$ cat src/hdl/cpubt_cfg.svh
// constants of the bit, transfer and control execution unit
`ifndef CPUBT_CFG_SVH
`define CPUBT_CFG_SVH
// status register bit positions
`define CPUBT_SR_C 0
`define CPUBT_SR_Z 1
`define CPUBT_SR_N 2
`define CPUBT_SR_V 3
`define CPUBT_SR_S 4
`define CPUBT_SR_H 5
`define CPUBT_SR_T 6
`define CPUBT_SR_I 7
// reset value of the status register
`define CPUBT_SR_RST 8'h00
// post-increment step of the program-memory store
`define CPUBT_PM_ZSTEP 16'h0002
`endif

$ cat src/hdl/cpubt_pkg.sv
// types of the bit, transfer and control execution unit
`default_nettype none
package cpubt_pkg;
  // decoded operation presented by the fetch stage
  typedef enum logic [4:0] {
    OP_NOP = 5'h00,
    OP_PROGRAM_MEMORY_STORE = 5'h01,
    OP_IO_IN = 5'h02,
    OP_IO_OUT = 5'h03,
    OP_PUSH = 5'h04,
    OP_POP = 5'h05,
    OP_MEMORY_EXCHANGE = 5'h06,
    OP_LOAD_AND_SET_MEMORY = 5'h07,
    OP_LOAD_AND_CLEAR_MEMORY = 5'h08,
    OP_LOAD_AND_TOGGLE_MEMORY = 5'h09,
    OP_LOGICAL_LEFT_SHIFT = 5'h0a,
    OP_LOGICAL_RIGHT_SHIFT = 5'h0b,
    OP_ROTATE_LEFT_CARRY = 5'h0c,
    OP_ROTATE_RIGHT_CARRY = 5'h0d,
    OP_ARITH_RIGHT_SHIFT = 5'h0e,
    OP_SWAP = 5'h0f,
    OP_IO_BIT_SET = 5'h10,
    OP_IO_BIT_CLEAR = 5'h11,
    OP_BIT_TO_COPY_FLAG = 5'h12,
    OP_COPY_FLAG_TO_BIT = 5'h13,
    OP_FLAG_SET = 5'h14,
    OP_FLAG_CLEAR = 5'h15,
    OP_GLOBAL_IRQ_ON = 5'h16,
    OP_GLOBAL_IRQ_OFF = 5'h17,
    OP_BREAK = 5'h18,
    OP_SLEEP = 5'h19,
    OP_WATCHDOG_RESTART = 5'h1a
  } cpubt_op_t;
  // sequencer states
  typedef enum logic [1:0] {
    ST_IDLE = 2'b00,
    ST_WAIT = 2'b01,
    ST_XTRA = 2'b10
  } cpubt_state_t;
endpackage : cpubt_pkg
`default_nettype wire

$ cat src/hdl/cpubt_exec.sv
// execution unit for transfer, bit, flag and control instructions
`timescale 1ns/1ns
`default_nettype none
`include "cpubt_cfg.svh"

// Functional notes
// - program store writes R1:R0 at page:Z, then Z advances by two
// - io in and io out move one byte in one cycle
// - push writes the register to the stack in one cycle
// - pop loads the register from the stack in two cycles
// - exchange swaps register and byte at Z, two cycles, flags kept
// - load-and-set returns old byte, writes register OR byte, two cycles
// - load-and-clear returns old byte, writes byte AND NOT register
// - load-and-toggle returns old byte, writes register XOR byte, two cycles
// - left shift/rotate: bit7 to carry, fill zero or carry, updates ZCNVH
// - right shift/rotate: bit0 to carry, fill zero or carry, updates ZCNV
// - arithmetic right shift keeps bit7, updates ZCNV, one cycle
// - io bit set/clear forces one io bit, one cycle, flags kept
// - bit store copies register bit into copy flag, one cycle
// - bit load copies copy flag into register bit, flags kept
// - flag set/clear writes only the selected status bit, one cycle
// - irq on sets and irq off clears the interrupt flag, one cycle
// - break, nop, sleep, watchdog restart take one cycle, flags kept
// - data memory counts hold for internal memory; external may stall
// - reads marked as internal-sram reads cost one extra cycle
module cpubt_exec (
  // clock, reset, enable
  input wire logic I_CLK,
  input wire logic I_SRST,
  input wire logic I_CE,
  // decoded instruction
  input wire logic I_VALID,
  input wire cpubt_pkg::cpubt_op_t I_OP,
  input wire logic [2:0] I_BIT_SEL,
  input wire logic [5:0] I_IO_ADDR,
  input wire logic [7:0] I_RD_DATA,
  // pointer and operand context
  input wire logic [15:0] I_Z,
  input wire logic [7:0] I_EXTENDED_Z_PAGE,
  input wire logic [15:0] I_R1R0,
  input wire logic [15:0] I_SP_ADDR,
  // io and data memory answers
  input wire logic [7:0] I_IO_RDATA,
  input wire logic [7:0] I_MEM_RDATA,
  input wire logic I_MEM_READY,
  input wire logic I_SRAM_XTRA,
  // sequencing and register file
  output logic O_BUSY,
  output logic O_DONE,
  output logic O_RD_WE,
  output logic [7:0] O_RD_WDATA,
  output logic [7:0] O_STATUS_REGISTER,
  output logic O_Z_WE,
  output logic [15:0] O_Z_WDATA,
  // io space
  output logic O_IO_WE,
  output logic [5:0] O_IO_ADDR,
  output logic [7:0] O_IO_WDATA,
  // data memory and stack
  output logic O_MEM_RE,
  output logic O_MEM_WE,
  output logic [15:0] O_MEM_ADDR,
  output logic [7:0] O_MEM_WDATA,
  output logic O_SP_PUSH,
  output logic O_SP_POP,
  // program memory
  output logic O_PM_WE,
  output logic [23:0] O_PM_ADDR,
  output logic [15:0] O_PM_WDATA,
  // system requests
  output logic O_SLEEP_REQ,
  output logic O_BREAK_REQ,
  output logic O_WATCHDOG_RESTART_REQ
);

  ////////////////////////////////////////////////////////////////////////////
  cpubt_pkg::cpubt_state_t state_reg;
  cpubt_pkg::cpubt_state_t state_next;
  cpubt_pkg::cpubt_op_t op_reg;
  logic [7:0] temp_reg;
  logic [7:0] mem_data_reg;
  logic xtra_reg;
  logic [7:0] flags_reg;
  logic issue;
  logic is_mem_read;
  logic finish;
  logic [7:0] old_byte;
  logic [7:0] wb_mem;
  logic [7:0] sh_res;
  logic sh_c;
  logic [7:0] io_bit_mask;

  // an instruction is taken only while idle, so a stalled read blocks issue
  assign issue = I_CE && I_VALID && (state_reg == cpubt_pkg::ST_IDLE);
  assign is_mem_read = (I_OP == cpubt_pkg::OP_POP) ||
                       (I_OP == cpubt_pkg::OP_MEMORY_EXCHANGE) ||
                       (I_OP == cpubt_pkg::OP_LOAD_AND_SET_MEMORY) ||
                       (I_OP == cpubt_pkg::OP_LOAD_AND_CLEAR_MEMORY) ||
                       (I_OP == cpubt_pkg::OP_LOAD_AND_TOGGLE_MEMORY);
  // internal ready without the extra cycle finishes in the second cycle, an extra-cycle or slow external one later
  assign finish = I_CE && (((state_reg == cpubt_pkg::ST_WAIT) && I_MEM_READY &&
                  !xtra_reg) || (state_reg == cpubt_pkg::ST_XTRA));
  assign old_byte = (state_reg == cpubt_pkg::ST_XTRA) ? mem_data_reg : I_MEM_RDATA;
  assign io_bit_mask = 8'h01 << I_BIT_SEL;

  // write-back byte of the read-modify-write group, built from old values
  always_comb begin
    case (op_reg)
      cpubt_pkg::OP_LOAD_AND_SET_MEMORY: wb_mem = temp_reg | old_byte;
      cpubt_pkg::OP_LOAD_AND_CLEAR_MEMORY: wb_mem = old_byte & ~temp_reg;
      cpubt_pkg::OP_LOAD_AND_TOGGLE_MEMORY: wb_mem = temp_reg ^ old_byte;
      default: wb_mem = temp_reg;
    endcase
  end

  // shifter result and carry out
  always_comb begin
    sh_c = I_RD_DATA[0];
    case (I_OP)
      cpubt_pkg::OP_LOGICAL_LEFT_SHIFT: begin
        sh_res = {I_RD_DATA[6:0], 1'b0};
        sh_c = I_RD_DATA[7];
      end
      cpubt_pkg::OP_ROTATE_LEFT_CARRY: begin
        sh_res = {I_RD_DATA[6:0], flags_reg[`CPUBT_SR_C]};
        sh_c = I_RD_DATA[7];
      end
      cpubt_pkg::OP_LOGICAL_RIGHT_SHIFT: sh_res = {1'b0, I_RD_DATA[7:1]};
      cpubt_pkg::OP_ROTATE_RIGHT_CARRY:
        sh_res = {flags_reg[`CPUBT_SR_C], I_RD_DATA[7:1]};
      cpubt_pkg::OP_ARITH_RIGHT_SHIFT: sh_res = {I_RD_DATA[7], I_RD_DATA[7:1]};
      default: sh_res = {I_RD_DATA[3:0], I_RD_DATA[7:4]};
    endcase
  end

  ////////////////////////////////////////////////////////////////////////////
  // sequencer next state
  always_comb begin
    state_next = state_reg;
    case (state_reg)
      cpubt_pkg::ST_IDLE: begin
        if (issue && is_mem_read) begin
          state_next = cpubt_pkg::ST_WAIT;
        end
      end
      cpubt_pkg::ST_WAIT: begin
        if (I_MEM_READY) begin
          state_next = xtra_reg ? cpubt_pkg::ST_XTRA : cpubt_pkg::ST_IDLE;
        end
      end
      cpubt_pkg::ST_XTRA: state_next = cpubt_pkg::ST_IDLE;
      default: state_next = cpubt_pkg::ST_IDLE;
    endcase
  end

  // sequencer state and captured operands
  always_ff @(posedge I_CLK) begin
    if (I_SRST) begin
      state_reg <= cpubt_pkg::ST_IDLE;
      op_reg <= cpubt_pkg::OP_NOP;
      temp_reg <= 8'h00;
      mem_data_reg <= 8'h00;
      xtra_reg <= 1'b0;
      O_BUSY <= 1'b0;
    end else if (I_CE) begin
      state_reg <= state_next;
      O_BUSY <= (state_next != cpubt_pkg::ST_IDLE);
      if (issue) begin
        op_reg <= I_OP;
        temp_reg <= I_RD_DATA; // temporary copy of the register
        xtra_reg <= I_SRAM_XTRA;
      end
      if ((state_reg == cpubt_pkg::ST_WAIT) && I_MEM_READY) begin
        mem_data_reg <= I_MEM_RDATA;
      end
    end
  end

  ////////////////////////////////////////////////////////////////////////////
  // status register: only flag-writing operations touch it
  always_ff @(posedge I_CLK) begin
    if (I_SRST) begin
      flags_reg <= `CPUBT_SR_RST;
    end else if (issue) begin
      case (I_OP)
        cpubt_pkg::OP_LOGICAL_LEFT_SHIFT, cpubt_pkg::OP_ROTATE_LEFT_CARRY,
        cpubt_pkg::OP_LOGICAL_RIGHT_SHIFT, cpubt_pkg::OP_ROTATE_RIGHT_CARRY,
        cpubt_pkg::OP_ARITH_RIGHT_SHIFT: begin
          flags_reg[`CPUBT_SR_C] <= sh_c;
          flags_reg[`CPUBT_SR_Z] <= (sh_res == 8'h00);
          flags_reg[`CPUBT_SR_N] <= sh_res[7];
          flags_reg[`CPUBT_SR_V] <= sh_res[7] ^ sh_c;
          if ((I_OP == cpubt_pkg::OP_LOGICAL_LEFT_SHIFT) ||
              (I_OP == cpubt_pkg::OP_ROTATE_LEFT_CARRY)) begin
            flags_reg[`CPUBT_SR_H] <= I_RD_DATA[3];
          end
        end
        cpubt_pkg::OP_BIT_TO_COPY_FLAG:
          flags_reg[`CPUBT_SR_T] <= I_RD_DATA[I_BIT_SEL];
        cpubt_pkg::OP_FLAG_SET: flags_reg[I_BIT_SEL] <= 1'b1;
        cpubt_pkg::OP_FLAG_CLEAR: flags_reg[I_BIT_SEL] <= 1'b0;
        cpubt_pkg::OP_GLOBAL_IRQ_ON: flags_reg[`CPUBT_SR_I] <= 1'b1;
        cpubt_pkg::OP_GLOBAL_IRQ_OFF: flags_reg[`CPUBT_SR_I] <= 1'b0;
        default: flags_reg <= flags_reg;
      endcase
    end
  end
  assign O_STATUS_REGISTER = flags_reg;

  ////////////////////////////////////////////////////////////////////////////
  // register, memory and io outputs; strobes last one cycle, except the read request held while ready is low
  always_ff @(posedge I_CLK) begin
    if (I_SRST) begin
      O_DONE <= 1'b0;
      O_RD_WE <= 1'b0;
      O_RD_WDATA <= 8'h00;
      O_Z_WE <= 1'b0;
      O_Z_WDATA <= 16'h0000;
      O_IO_WE <= 1'b0;
      O_IO_ADDR <= 6'h00;
      O_IO_WDATA <= 8'h00;
      O_MEM_RE <= 1'b0;
      O_MEM_WE <= 1'b0;
      O_MEM_ADDR <= 16'h0000;
      O_MEM_WDATA <= 8'h00;
      O_SP_PUSH <= 1'b0;
      O_SP_POP <= 1'b0;
      O_PM_WE <= 1'b0;
      O_PM_ADDR <= 24'h00_0000;
      O_PM_WDATA <= 16'h0000;
      O_SLEEP_REQ <= 1'b0;
      O_BREAK_REQ <= 1'b0;
      O_WATCHDOG_RESTART_REQ <= 1'b0;
    end else if (I_CE) begin
      O_DONE <= finish || (issue && !is_mem_read);
      O_RD_WE <= 1'b0;
      O_Z_WE <= 1'b0;
      O_IO_WE <= 1'b0;
      O_MEM_RE <= 1'b0;
      O_MEM_WE <= 1'b0;
      O_SP_PUSH <= 1'b0;
      O_SP_POP <= 1'b0;
      O_PM_WE <= 1'b0;
      O_SLEEP_REQ <= issue && (I_OP == cpubt_pkg::OP_SLEEP);
      O_BREAK_REQ <= issue && (I_OP == cpubt_pkg::OP_BREAK);
      O_WATCHDOG_RESTART_REQ <= issue && (I_OP == cpubt_pkg::OP_WATCHDOG_RESTART);
      // read request stays up while external memory holds off ready
      if ((state_reg == cpubt_pkg::ST_WAIT) && !I_MEM_READY) begin
        O_MEM_RE <= 1'b1;
      end
      if (issue) begin
        case (I_OP)
          cpubt_pkg::OP_PROGRAM_MEMORY_STORE: begin
            O_PM_WE <= 1'b1;
            O_PM_ADDR <= {I_EXTENDED_Z_PAGE, I_Z};
            O_PM_WDATA <= I_R1R0;
            O_Z_WE <= 1'b1;
            O_Z_WDATA <= I_Z + `CPUBT_PM_ZSTEP;
          end
          cpubt_pkg::OP_IO_IN, cpubt_pkg::OP_LOGICAL_LEFT_SHIFT,
          cpubt_pkg::OP_LOGICAL_RIGHT_SHIFT, cpubt_pkg::OP_ROTATE_LEFT_CARRY,
          cpubt_pkg::OP_ROTATE_RIGHT_CARRY, cpubt_pkg::OP_ARITH_RIGHT_SHIFT,
          cpubt_pkg::OP_SWAP: begin
            O_RD_WE <= 1'b1;
            O_RD_WDATA <= (I_OP == cpubt_pkg::OP_IO_IN) ? I_IO_RDATA : sh_res;
          end
          cpubt_pkg::OP_IO_OUT: begin
            O_IO_WE <= 1'b1;
            O_IO_ADDR <= I_IO_ADDR;
            O_IO_WDATA <= I_RD_DATA;
          end
          cpubt_pkg::OP_IO_BIT_SET, cpubt_pkg::OP_IO_BIT_CLEAR: begin
            O_IO_WE <= 1'b1;
            O_IO_ADDR <= I_IO_ADDR;
            O_IO_WDATA <= (I_OP == cpubt_pkg::OP_IO_BIT_SET) ? (I_IO_RDATA | io_bit_mask) :
                          (I_IO_RDATA & ~io_bit_mask);
          end
          cpubt_pkg::OP_COPY_FLAG_TO_BIT: begin
            O_RD_WE <= 1'b1;
            O_RD_WDATA <= flags_reg[`CPUBT_SR_T] ? (I_RD_DATA | io_bit_mask) :
                          (I_RD_DATA & ~io_bit_mask);
          end
          cpubt_pkg::OP_PUSH: begin
            O_MEM_WE <= 1'b1;
            O_MEM_ADDR <= I_SP_ADDR;
            O_MEM_WDATA <= I_RD_DATA;
            O_SP_PUSH <= 1'b1;
          end
          cpubt_pkg::OP_POP: begin
            O_MEM_RE <= 1'b1;
            O_MEM_ADDR <= I_SP_ADDR;
            O_SP_POP <= 1'b1;
          end
          cpubt_pkg::OP_MEMORY_EXCHANGE, cpubt_pkg::OP_LOAD_AND_SET_MEMORY,
          cpubt_pkg::OP_LOAD_AND_CLEAR_MEMORY, cpubt_pkg::OP_LOAD_AND_TOGGLE_MEMORY: begin
            O_MEM_RE <= 1'b1;
            O_MEM_ADDR <= I_Z;
          end
          default: O_DONE <= 1'b1;
        endcase
      end
      // write-back of the two-cycle group: old byte to register
      if (finish) begin
        O_RD_WE <= 1'b1;
        O_RD_WDATA <= old_byte;
        O_MEM_WE <= (op_reg != cpubt_pkg::OP_POP);
        O_MEM_WDATA <= wb_mem;
      end
    end
  end
endmodule : cpubt_exec
`default_nettype wire

$ cat config.mk
export PLATFORM = sky130hd
export DESIGN_NAME = cpubt_exec
export DESIGN_NICKNAME = d
export VERILOG_FILES = /design/src/hdl/cpubt_pkg.sv /design/src/hdl/cpubt_exec.sv
export VERILOG_INCLUDE_DIRS = /design/src /design/src/hdl
export SDC_FILE = /design/constraint.sdc
export NUM_CORES = 1
export LEC_CHECK = 0
export ABC_AREA = 1
export BUFFER_PORTS_ARGS = -buffer_cell sky130_fd_sc_hd__buf_2
export CORE_MARGIN = 2
export CORE_UTILIZATION = 28
export CTS_BUF_LIST = sky130_fd_sc_hd__clkbuf_4 sky130_fd_sc_hd__clkbuf_8
export DETAILED_ROUTE_END_ITERATION = 10
export PLACE_DENSITY = 0.54
export SLEW_MARGIN = 20
export SYNTH_ARGS = -nofsm -noshare
export SYNTH_HDL_FRONTEND = slang
export SYNTH_SLANG_ARGS = --single-unit
$ cat constraint.sdc
create_clock -name I_CLK -period 2 [get_ports I_CLK]
set_clock_uncertainty 0.2 [all_clocks]
set_input_delay 0.4 -clock I_CLK [delete_from_list [all_inputs] [get_ports I_CLK]]
set_output_delay 0.4 -clock I_CLK [all_outputs]
set_load 0.02 [all_outputs]
==> qor.csv, run 1 <==
metric,value,unit
cp_num_cells,7,
top_register,O_PM_ADDR,
synth_cells,1044,
grt_pass1_wl,42500,um
drc,0,
vias,8370,
syn_area,7160,um2
placedCellCount,1670,
tritoncts,yes,
grt_use_total,0.203,
fmax,521,MHz
leakage,5.11,nW
dpl.hpwl,20600,um
tns,0,ns
crit_type,input port to flip-flop,
gp_congestion,0.915,
multi_input_area,3810,um2
power.total,6.45,mW
drive_above_1_share,0.316,
setup.worst_path.start,I_MEM_RDATA[1],
critPathLaunchType,input port,
synth_fp_nets,1161,
coreArea,25100,um2
pwr_density_cell,601,nW/um2
die_area,26900,um2
grt_pass1_vias,7952,
vias_per_cell,4.72,
cts-root-buf,clkbuf_8,
rsz0062_at_grt,yes,
crit_slowest_cell,dlygate4sd3_1,
path_clk_slew,0.10,ns
finalWirelength,28000,um
worst_pin_slew,0.528,ns
yosys-top-cells-area,"dfxtp_1 (41%), nand2_1 (9.8%), nor2_1 (9.6%)",
path_cells,"dlygate4sd3_1, buf_2, or2_2, o21ai_2, ha_1, a221oi_1, a31oi_1",
critPathRequiredTime,2.15,ns
rows,58,
peakVddDrop,322,uV
yosysWarnings,0,
ys_types,39,
post-route-util,0.428,
critPathMaxFanout,2,
largest_reg_flops,23,
cp.arrival,2.07,ns
final_nets,1547,
ant_nets,0,
worstSkewPairLatency,0.47,ns
firstDrtPassIters,5,
cts_buffers,17,
fin_worst_hold_slack,0.0196,ns
htreeDepth,4,
crit_family,buffers and inverters,
period_share,0.960,
timing.final.max_slew_violations,0,
synth_seq_cells,145,
overflow,0,
syn_to_final_growth,50.1,%
syn-mean-instance-area,6.86,um2
min_period,1.92,ns
crit_buf_inv,2,
fin_cells,1773,
slew_headroom,0.648,
pin_count,223,
place_worst_setup_slack,-0.149,ns
place_area,9470,um2
finalHoldViolCount,0,
slowest_delay,0.53,ns
synth_top_area_frac,0.406,
cts_buffer_depth,2,
start_util,0.285,
finalSetupViolCount,0,
min_path_type,input port to flip-flop,
dieWidth,164,um
rrSetupSlack,0.09,ns
ff2ff_path_depth,11,
crit_path_end_kind,flip-flop,
fill_cells,2605,
crit_end,O_MEM_WDATA[1],
wl_per_cell,15.8,um
r2r_end,O_RD_WDATA[1],
stdcell_area,10700,um2
drtIter0Drc,511,
register_area,2910,um2
synth_area_leader_cell,dfxtp_1,
port_buffers,222,
die_h,164,um
antenna_cells,0,
clock-sinks,145,
yosysSeqAreaShare,0.406,
antenna_found_initial,1,
max-cap-violations,0,
status,"complete, no violations",
layout_setup_ws,0.0806,ns
r2r-start,state_reg[0],
grt_max_degree,56,
[power by group]
| part | internal [mW] | switching, mW | total, mW |
|---|---|---|---|
| combinational | 0.452 | 0.586 | 1.04 |
| clock | 0.963 | 1.47 | 2.43 |
| sequential | 2.95 | 0.0372 | 2.98 |
[cell usage after synthesis, drive strengths merged]
library cell	count
or2	9
ha	17
a211oi	13
a21oi	78
xnor2	2
o221ai	2
nand3b	1
a221oi	1
o31ai	1
inv	83
nor3	26
o2111ai	1
dfxtp	145
o211ai	11
clkinv	2
nor2	190
nand4	7
xor2	6
nand3	24
clkbuf	35
o21ai	153
a32oi	3
buf	18
nand2	193
o22ai	1
a31oi	22
[worst min path at each step]
stage | from | to | slack, ns | depth (start not counted)
2_1_floorplan | op_reg[4] | op_reg[4] | 0.24 | 2
3_3_place_gp | O_Z_WDATA[8] | O_Z_WDATA[8] | 0.25 | 2
3_5_place_dp | O_SP_POP | O_SP_POP | 0.26 | 2
4_1_cts | I_IO_ADDR[5] | O_IO_ADDR[5] | 0.0005 | 3
5_1_grt | I_Z[12] | O_MEM_ADDR[12] | 0.01 | 3
6_report | I_IO_ADDR[5] | O_IO_ADDR[5] | 0.02 | 3
[cell usage in the layout, fill, tap and decap left out, drive strengths merged]
cell type    instances
buf                358
nand2              194
nor2               190
o21ai              153
dfxtp              145
inv                 87
a21oi               78
dlygate4sd3         59
nor3                26
nand3               24
a31oi               22
clkbuf              19
ha                  17
a211oi              13
clkinv              12
o211ai              11
or2                  9
nand4                7
xor2                 6
a32oi                3
o221ai               2
xnor2                2
clkinvlp             1
o2111ai              1
o22ai                1
o31ai                1
a221oi               1
nand3b               1
[logic make-up (layout without fill, tap and decap cells)]
logic type      count (synthesis)  after routing  synth area share
simple gates                  450            451             0.260
compound gates                286            286             0.217
flops                         145            145             0.406
buf+inv                       138            536            0.0781
fa+ha+maj                      17             17            0.0297
xor+xnor                        8              8           0.00979
[area by class of cell]
cell class | count | share of cell area
multi-input combinational | 762 | 0.354
sequential | 145 | 0.271
timing repair buffer | 419 | 0.267
tap | 330 | 0.0384
inverter | 85 | 0.0307
clock buffer | 17 | 0.0218
clock inverter | 15 | 0.0174
[metal layers]
metal  global-route usage  wire length [um]  share of wire  vias up
met2                0.322             12600           0.45      298
li1                     -                 -              -     4236
met4               0.0917               943          0.034        0
met5                    0                 0              0        -
met1                0.271             12900           0.46     3779
met3               0.0318              1650          0.059       57
[worst min-delay path: cells and delay by family]
family	cells	cell delay, ns
compound gates	1	0.09
buf+inv	1	0.07
simple gates	1	0.09
[what timing repair did]
action,CTS,global route
buffers inserted,0,9
hold buffers,59,0
gates resized for setup,8,35
endpoints found under the hold margin,58,0
pin swaps,1,7
cloned,0,3
endpoints found under the setup margin,12,62
No activity file was read; power rests on OpenSTA's default activity.
==> run 2, diff against run 1 <==
Settings changed: CORE_UTILIZATION 28 to 33, PLACE_DENSITY 0.54 to 0.59.
==> qor.csv, run 2 (synthesis results as in run 1) <==
metric,value,unit,change
status,"complete, no violations",,
rsz0062_at_grt,yes,,
clkPwrFrac,0.369,,-0.008
slew_headroom,0.633,,-0.0148
fin_cells,1700,,-4.1%
grt_pass1_vias,7709,,-3.1%
gp_congestion,0.925,,+1.1%
drtIter0Drc,541,,+5.9%
critPathLaunchType,flip-flop,,
pin_count,223,,unchanged
layout_setup_ws,0.0353,ns,-0.0453 ns
max-cap-violations,0,,unchanged
coreArea,21200,um2,-16%
firstDrtPassIters,5,,unchanged
use_met2,0.371,,+0.0490
finalWirelength,26300,um,-6.0%
finalHoldViolCount,0,,unchanged
ant_nets,0,,unchanged
die_h,151,um,-7.7%
finalSetupViolCount,0,,unchanged
p_int,4.40,mW,+0.81%
leakage,4.99,nW,-2.4%
rows,53,,-8.6%
top_usage_layer,met2,,
grt_max_degree,59,,+5.4%
drc,0,,unchanged
port_buffers,222,,unchanged
power.total,6.31,mW,-2.1%
fmax,509,MHz,-2.3%
crit_buf_inv,1,,-1
layout_common_cells,"buf_2 (222), nand2_1 (185), nor2_1 (180), dfxtp_1 (143), o21ai_0 (126)",,
dieWidth,151,um,-7.7%
crit_slowest_cell,dfxtp_1,,
grtUsageMet3,0.0485,,+0.0167
comb_power_share,0.158,,-0.003
slowest_delay,0.63,ns,+0.10 ns
min_path_type,input port to flip-flop,,
crit_type,flip-flop to output port,,
crit_path_end_kind,output port,,
timing.final.max_slew_violations,0,,unchanged
peakVddDrop,365,uV,+13%
met1_usage,0.296,,+0.0254
path_cells,buf_2,,
swShare,0.304,,-0.0204
critPathMaxFanout,11,,+9
cp.arrival,1.36,ns,-0.71 ns
start_util,0.338,,+0.0533
placedCellCount,1610,,-3.6%
crit_family,flip-flops,,
grt_use_total,0.226,,+0.0232
place_worst_setup_slack,-0.218,ns,-0.0685 ns
antenna_found_initial,2,,+1
pwr_density_cell,605,nW/um2,+0.76%
cts-root-buf,clkbuf_8,,
worstSkewPairLatency,0.46,ns,about the same
min_period,1.96,ns,+0.0453 ns
top_register,O_PM_ADDR,,
vias_per_cell,4.81,,+2.0%
syn_to_final_growth,45.8,%,
antenna_cells,0,,unchanged
worst_pin_slew,0.550,ns,+0.0222 ns
tritoncts,yes,,
critPathRequiredTime,1.40,ns,-0.75 ns
fin_worst_hold_slack,0.0280,ns,+0.00841 ns
htreeDepth,4,,unchanged
tns,0,ns,unchanged
wl_per_cell,15.5,um,-2.0%
largest_reg_flops,23,,unchanged
clock-sinks,145,,unchanged
final_nets,1529,,-1.2%
period_share,0.982,,+0.0226
final_common_cell,buf_2,,
path_clk_slew,0.09,ns,about the same
vias,8185,,-2.2%
dpl.hpwl,19600,um,-5.1%
p_seq_frac,0.472,,+0.010
overflow,0,,unchanged
cts_buffer_depth,2,,unchanged
fill_cells,2122,,-19%
drive_above_1_share,0.307,,-0.00934
grt_pass1_wl,40100,um,-5.8%
cts_buffers,17,,unchanged
p_sw,1.92,mW,-8.3%
die_area,22900,um2,-15%
run 2: through the flow:
step | utilization | cell area [um2]
floorplan | - | 7160
global placement | 0.443 | 9370
detailed placement | 0.443 | 9370
CTS | 0.489 | 10300
global route | 0.493 | 10400
finish | 0.493 | 10400
run 2: power groups by stage:
stage | Sequential [mW] | Clock (mW) | Combinational [mW]
after floorplan | 3.09 | 0 | 0.400
after global placement | 3.05 | 0 | 0.886
after detailed placement | 3.05 | 0 | 0.889
after CTS | 2.98 | 2.40 | 0.981
after global routing | 2.99 | 2.49 | 1.10
final | 2.98 | 2.33 | 1.00
run 2: worst paths after layout:
check	start	end	slack, ns	cells after the start
hold / removal	I_SRAM_XTRA	xtra_reg	0.03	3
hold reg to reg	O_SP_POP	O_SP_POP	0.27	2
setup reg to reg	state_reg[1]	O_MEM_WDATA[4]	0.05	9
setup / recovery	O_STATUS_REGISTER[6]	O_STATUS_REGISTER[6]	0.04	1
run 2: cell type report:
type / instances / area (um2) / area share
clock buffer: 17 / 234 / 0.0224
sequential: 145 / 2910 / 0.278
timing repair buffer: 402 / 2690 / 0.258
multi-input combinational: 761 / 3790 / 0.363
clock inverter: 15 / 148 / 0.0141
tap: 275 / 344 / 0.0330
inverter: 85 / 324 / 0.0311
run 2: per-layer routing:
layer,up-vias,part of all wire,wire [um]
met5,-,0.0010,27
li1,4203,-,-
met2,234,0.46,12000
met1,3703,0.47,12400
met4,4,0.021,554
met3,41,0.054,1410
run 2: timing repair:
action	CTS	global route
gates resized for setup	14	26
buffers inserted	0	3
setup endpoints to repair	8	47
pin swaps	3	5
hold buffers	56	0
endpoints found under the hold margin	56	0
==> run 3, diff against run 2 <==
Settings changed: BUFFER_PORTS_ARGS -buffer_cell sky130_fd_sc_hd__buf_2 to default, DONT_BUFFER_PORTS from default to 1, PLACE_DENSITY 0.59 to 0.49, TNS_END_PERCENT from default to 10.
==> qor.csv, run 3 (synthesis results as in run 1) <==
metric,value,unit,change
tritoncts,yes,,
min_period,1.95,ns,-0.0181 ns
stdcell_area,9390,um2,-10%
fin_cells,1469,,-14%
port_buffers,0,,-100%
fmax,514,MHz,+0.93%
drtIter0Drc,483,,-11%
rsz0062_at_grt,yes,,
finalHoldViolCount,0,,unchanged
place_worst_setup_slack,-0.0748,ns,+0.143 ns
ant_nets,0,,unchanged
coreArea,21200,um2,unchanged
register_area,2910,um2,unchanged
post-route-util,0.444,,-0.0493
tns,0,ns,unchanged
timing.final.max_slew_violations,0,,unchanged
gp_congestion,0.911,,-1.5%
path_clk_slew,0.10,ns,about the same
critPathMaxFanout,5,,-6
finalWirelength,26300,um,about the same
leakage,3.87,nW,-22%
placedCellCount,1335,,-17%
grt_pass1_wl,39200,um,-2.0%
period_share,0.973,,-0.00906
cp.arrival,2.14,ns,+0.78 ns
start_util,0.338,,unchanged
syn_to_final_growth,31.2,%,
critPathLaunchType,input port,,
final_common_cell,nand2_1,,
htreeDepth,4,,unchanged
pin_count,223,,unchanged
largest_reg_flops,23,,unchanged
vias,7403,,-9.6%
layout_setup_ws,0.0534,ns,+0.0181 ns
cts_buffer_depth,2,,unchanged
crit_type,input port to flip-flop,,
multi_input_area,3780,um2,-0.17%
fill_cells,2161,,+1.8%
critPathRequiredTime,2.19,ns,+0.79 ns
pwr_density_cell,660,nW/um2,+9.0%
grt_pass1_vias,6941,,-10%
die_area,22900,um2,unchanged
layout_common_cells,"nand2_1 (186), nor2_1 (181), dfxtp_1 (143), o21ai_0 (126), dlygate4sd3_1 (95)",,
status,"complete, no violations",,
die_h,151,um,unchanged
wl_per_cell,17.9,um,+16%
vias_per_cell,5.04,,+4.7%
worst_pin_slew,0.535,ns,-0.0151 ns
fin_worst_hold_slack,0.0242,ns,-0.00381 ns
worstSkewPairLatency,0.46,ns,about the same
dieWidth,151,um,unchanged
cts-root-buf,clkbuf_8,,
antenna_found_initial,0,,-2
antenna_cells,0,,unchanged
drive_above_1_share,0.137,,-0.170
grt_max_degree,62,,+5.1%
power.total,6.20,mW,-1.9%
peakVddDrop,415,uV,+14%
dpl.hpwl,18600,um,-5.1%
top_register,O_PM_ADDR,,
rows,53,,unchanged
cts_buffers,17,,unchanged
clock-sinks,145,,unchanged
overflow,0,,unchanged
firstDrtPassIters,5,,unchanged
final_nets,1298,,-15%
grt_use_total,0.224,,-0.00159
place_area,7870,um2,-16%
drc,0,,unchanged
finalSetupViolCount,0,,unchanged
min_path_type,input port to flip-flop,,
slew_headroom,0.643,,+0.00965
max-cap-violations,0,,unchanged
crit_path_end_kind,flip-flop,,
run 3: cell count changes in the layout (fill, tap and decap cells not counted), moves of 2 or more:
cell           delta
inv_6             -3
nand3_1           -2
nand2_2           -2
buf_12            +2
buf_4            -54
buf_2           -222
inv_8             +4
dlygate4sd3_1    +39
buf_6             +4
run 3: metal layers:
metal	share of wire	up-vias	track usage
met3	0.072	26	0.0542
met2	0.45	236	0.345
met5	0	-	0
li1	-	3752	-
met4	0.017	0	0.0659
met1	0.46	3389	0.311
run 3: area by class of cell:
cell class | instances | area share
multi-input cells | 761 | 0.403
flip-flops and latches | 145 | 0.309
repair buffers | 171 | 0.175
well taps | 275 | 0.0366
inverters | 85 | 0.0345
clock buffers | 18 | 0.0264
clock inverters | 14 | 0.0149
run 3: timing repair:
action,4_1_cts,5_1_grt
buffers inserted,0,5
hold endpoints to repair,136,0
pin swaps,1,8
resized for setup,9,31
setup endpoints to repair,7,70
hold buffers,97,0
run 3: final timing paths:
check	start	end	slack, ns	cells past startpoint
setup / recovery	I_RD_DATA[6]	O_STATUS_REGISTER[3]	0.05	8
hold / removal	I_RD_DATA[7]	temp_reg[7]	0.02	3
setup reg to reg	state_reg[1]	O_MEM_WDATA[1]	0.11	8
hold reg to reg	op_reg[4]	op_reg[4]	0.27	2
run 3: worst max-delay path, stage by stage:
cell and delay [ns]:
dlygate4sd3_1 0.64, inv_1 0.21, nor2_1 0.08, nor2_1 0.24
nand3_1 0.23, nor2_1 0.16, nor2_1 0.05, a21oi_1 0.13
run 3: where the power goes:
part	switching, mW	leakage (nW)	internal [mW]	total (mW)
clock	1.39	0.193	0.963	2.35
combinational	0.455	2.50	0.355	0.810
sequential	0.0907	1.17	2.95	3.04
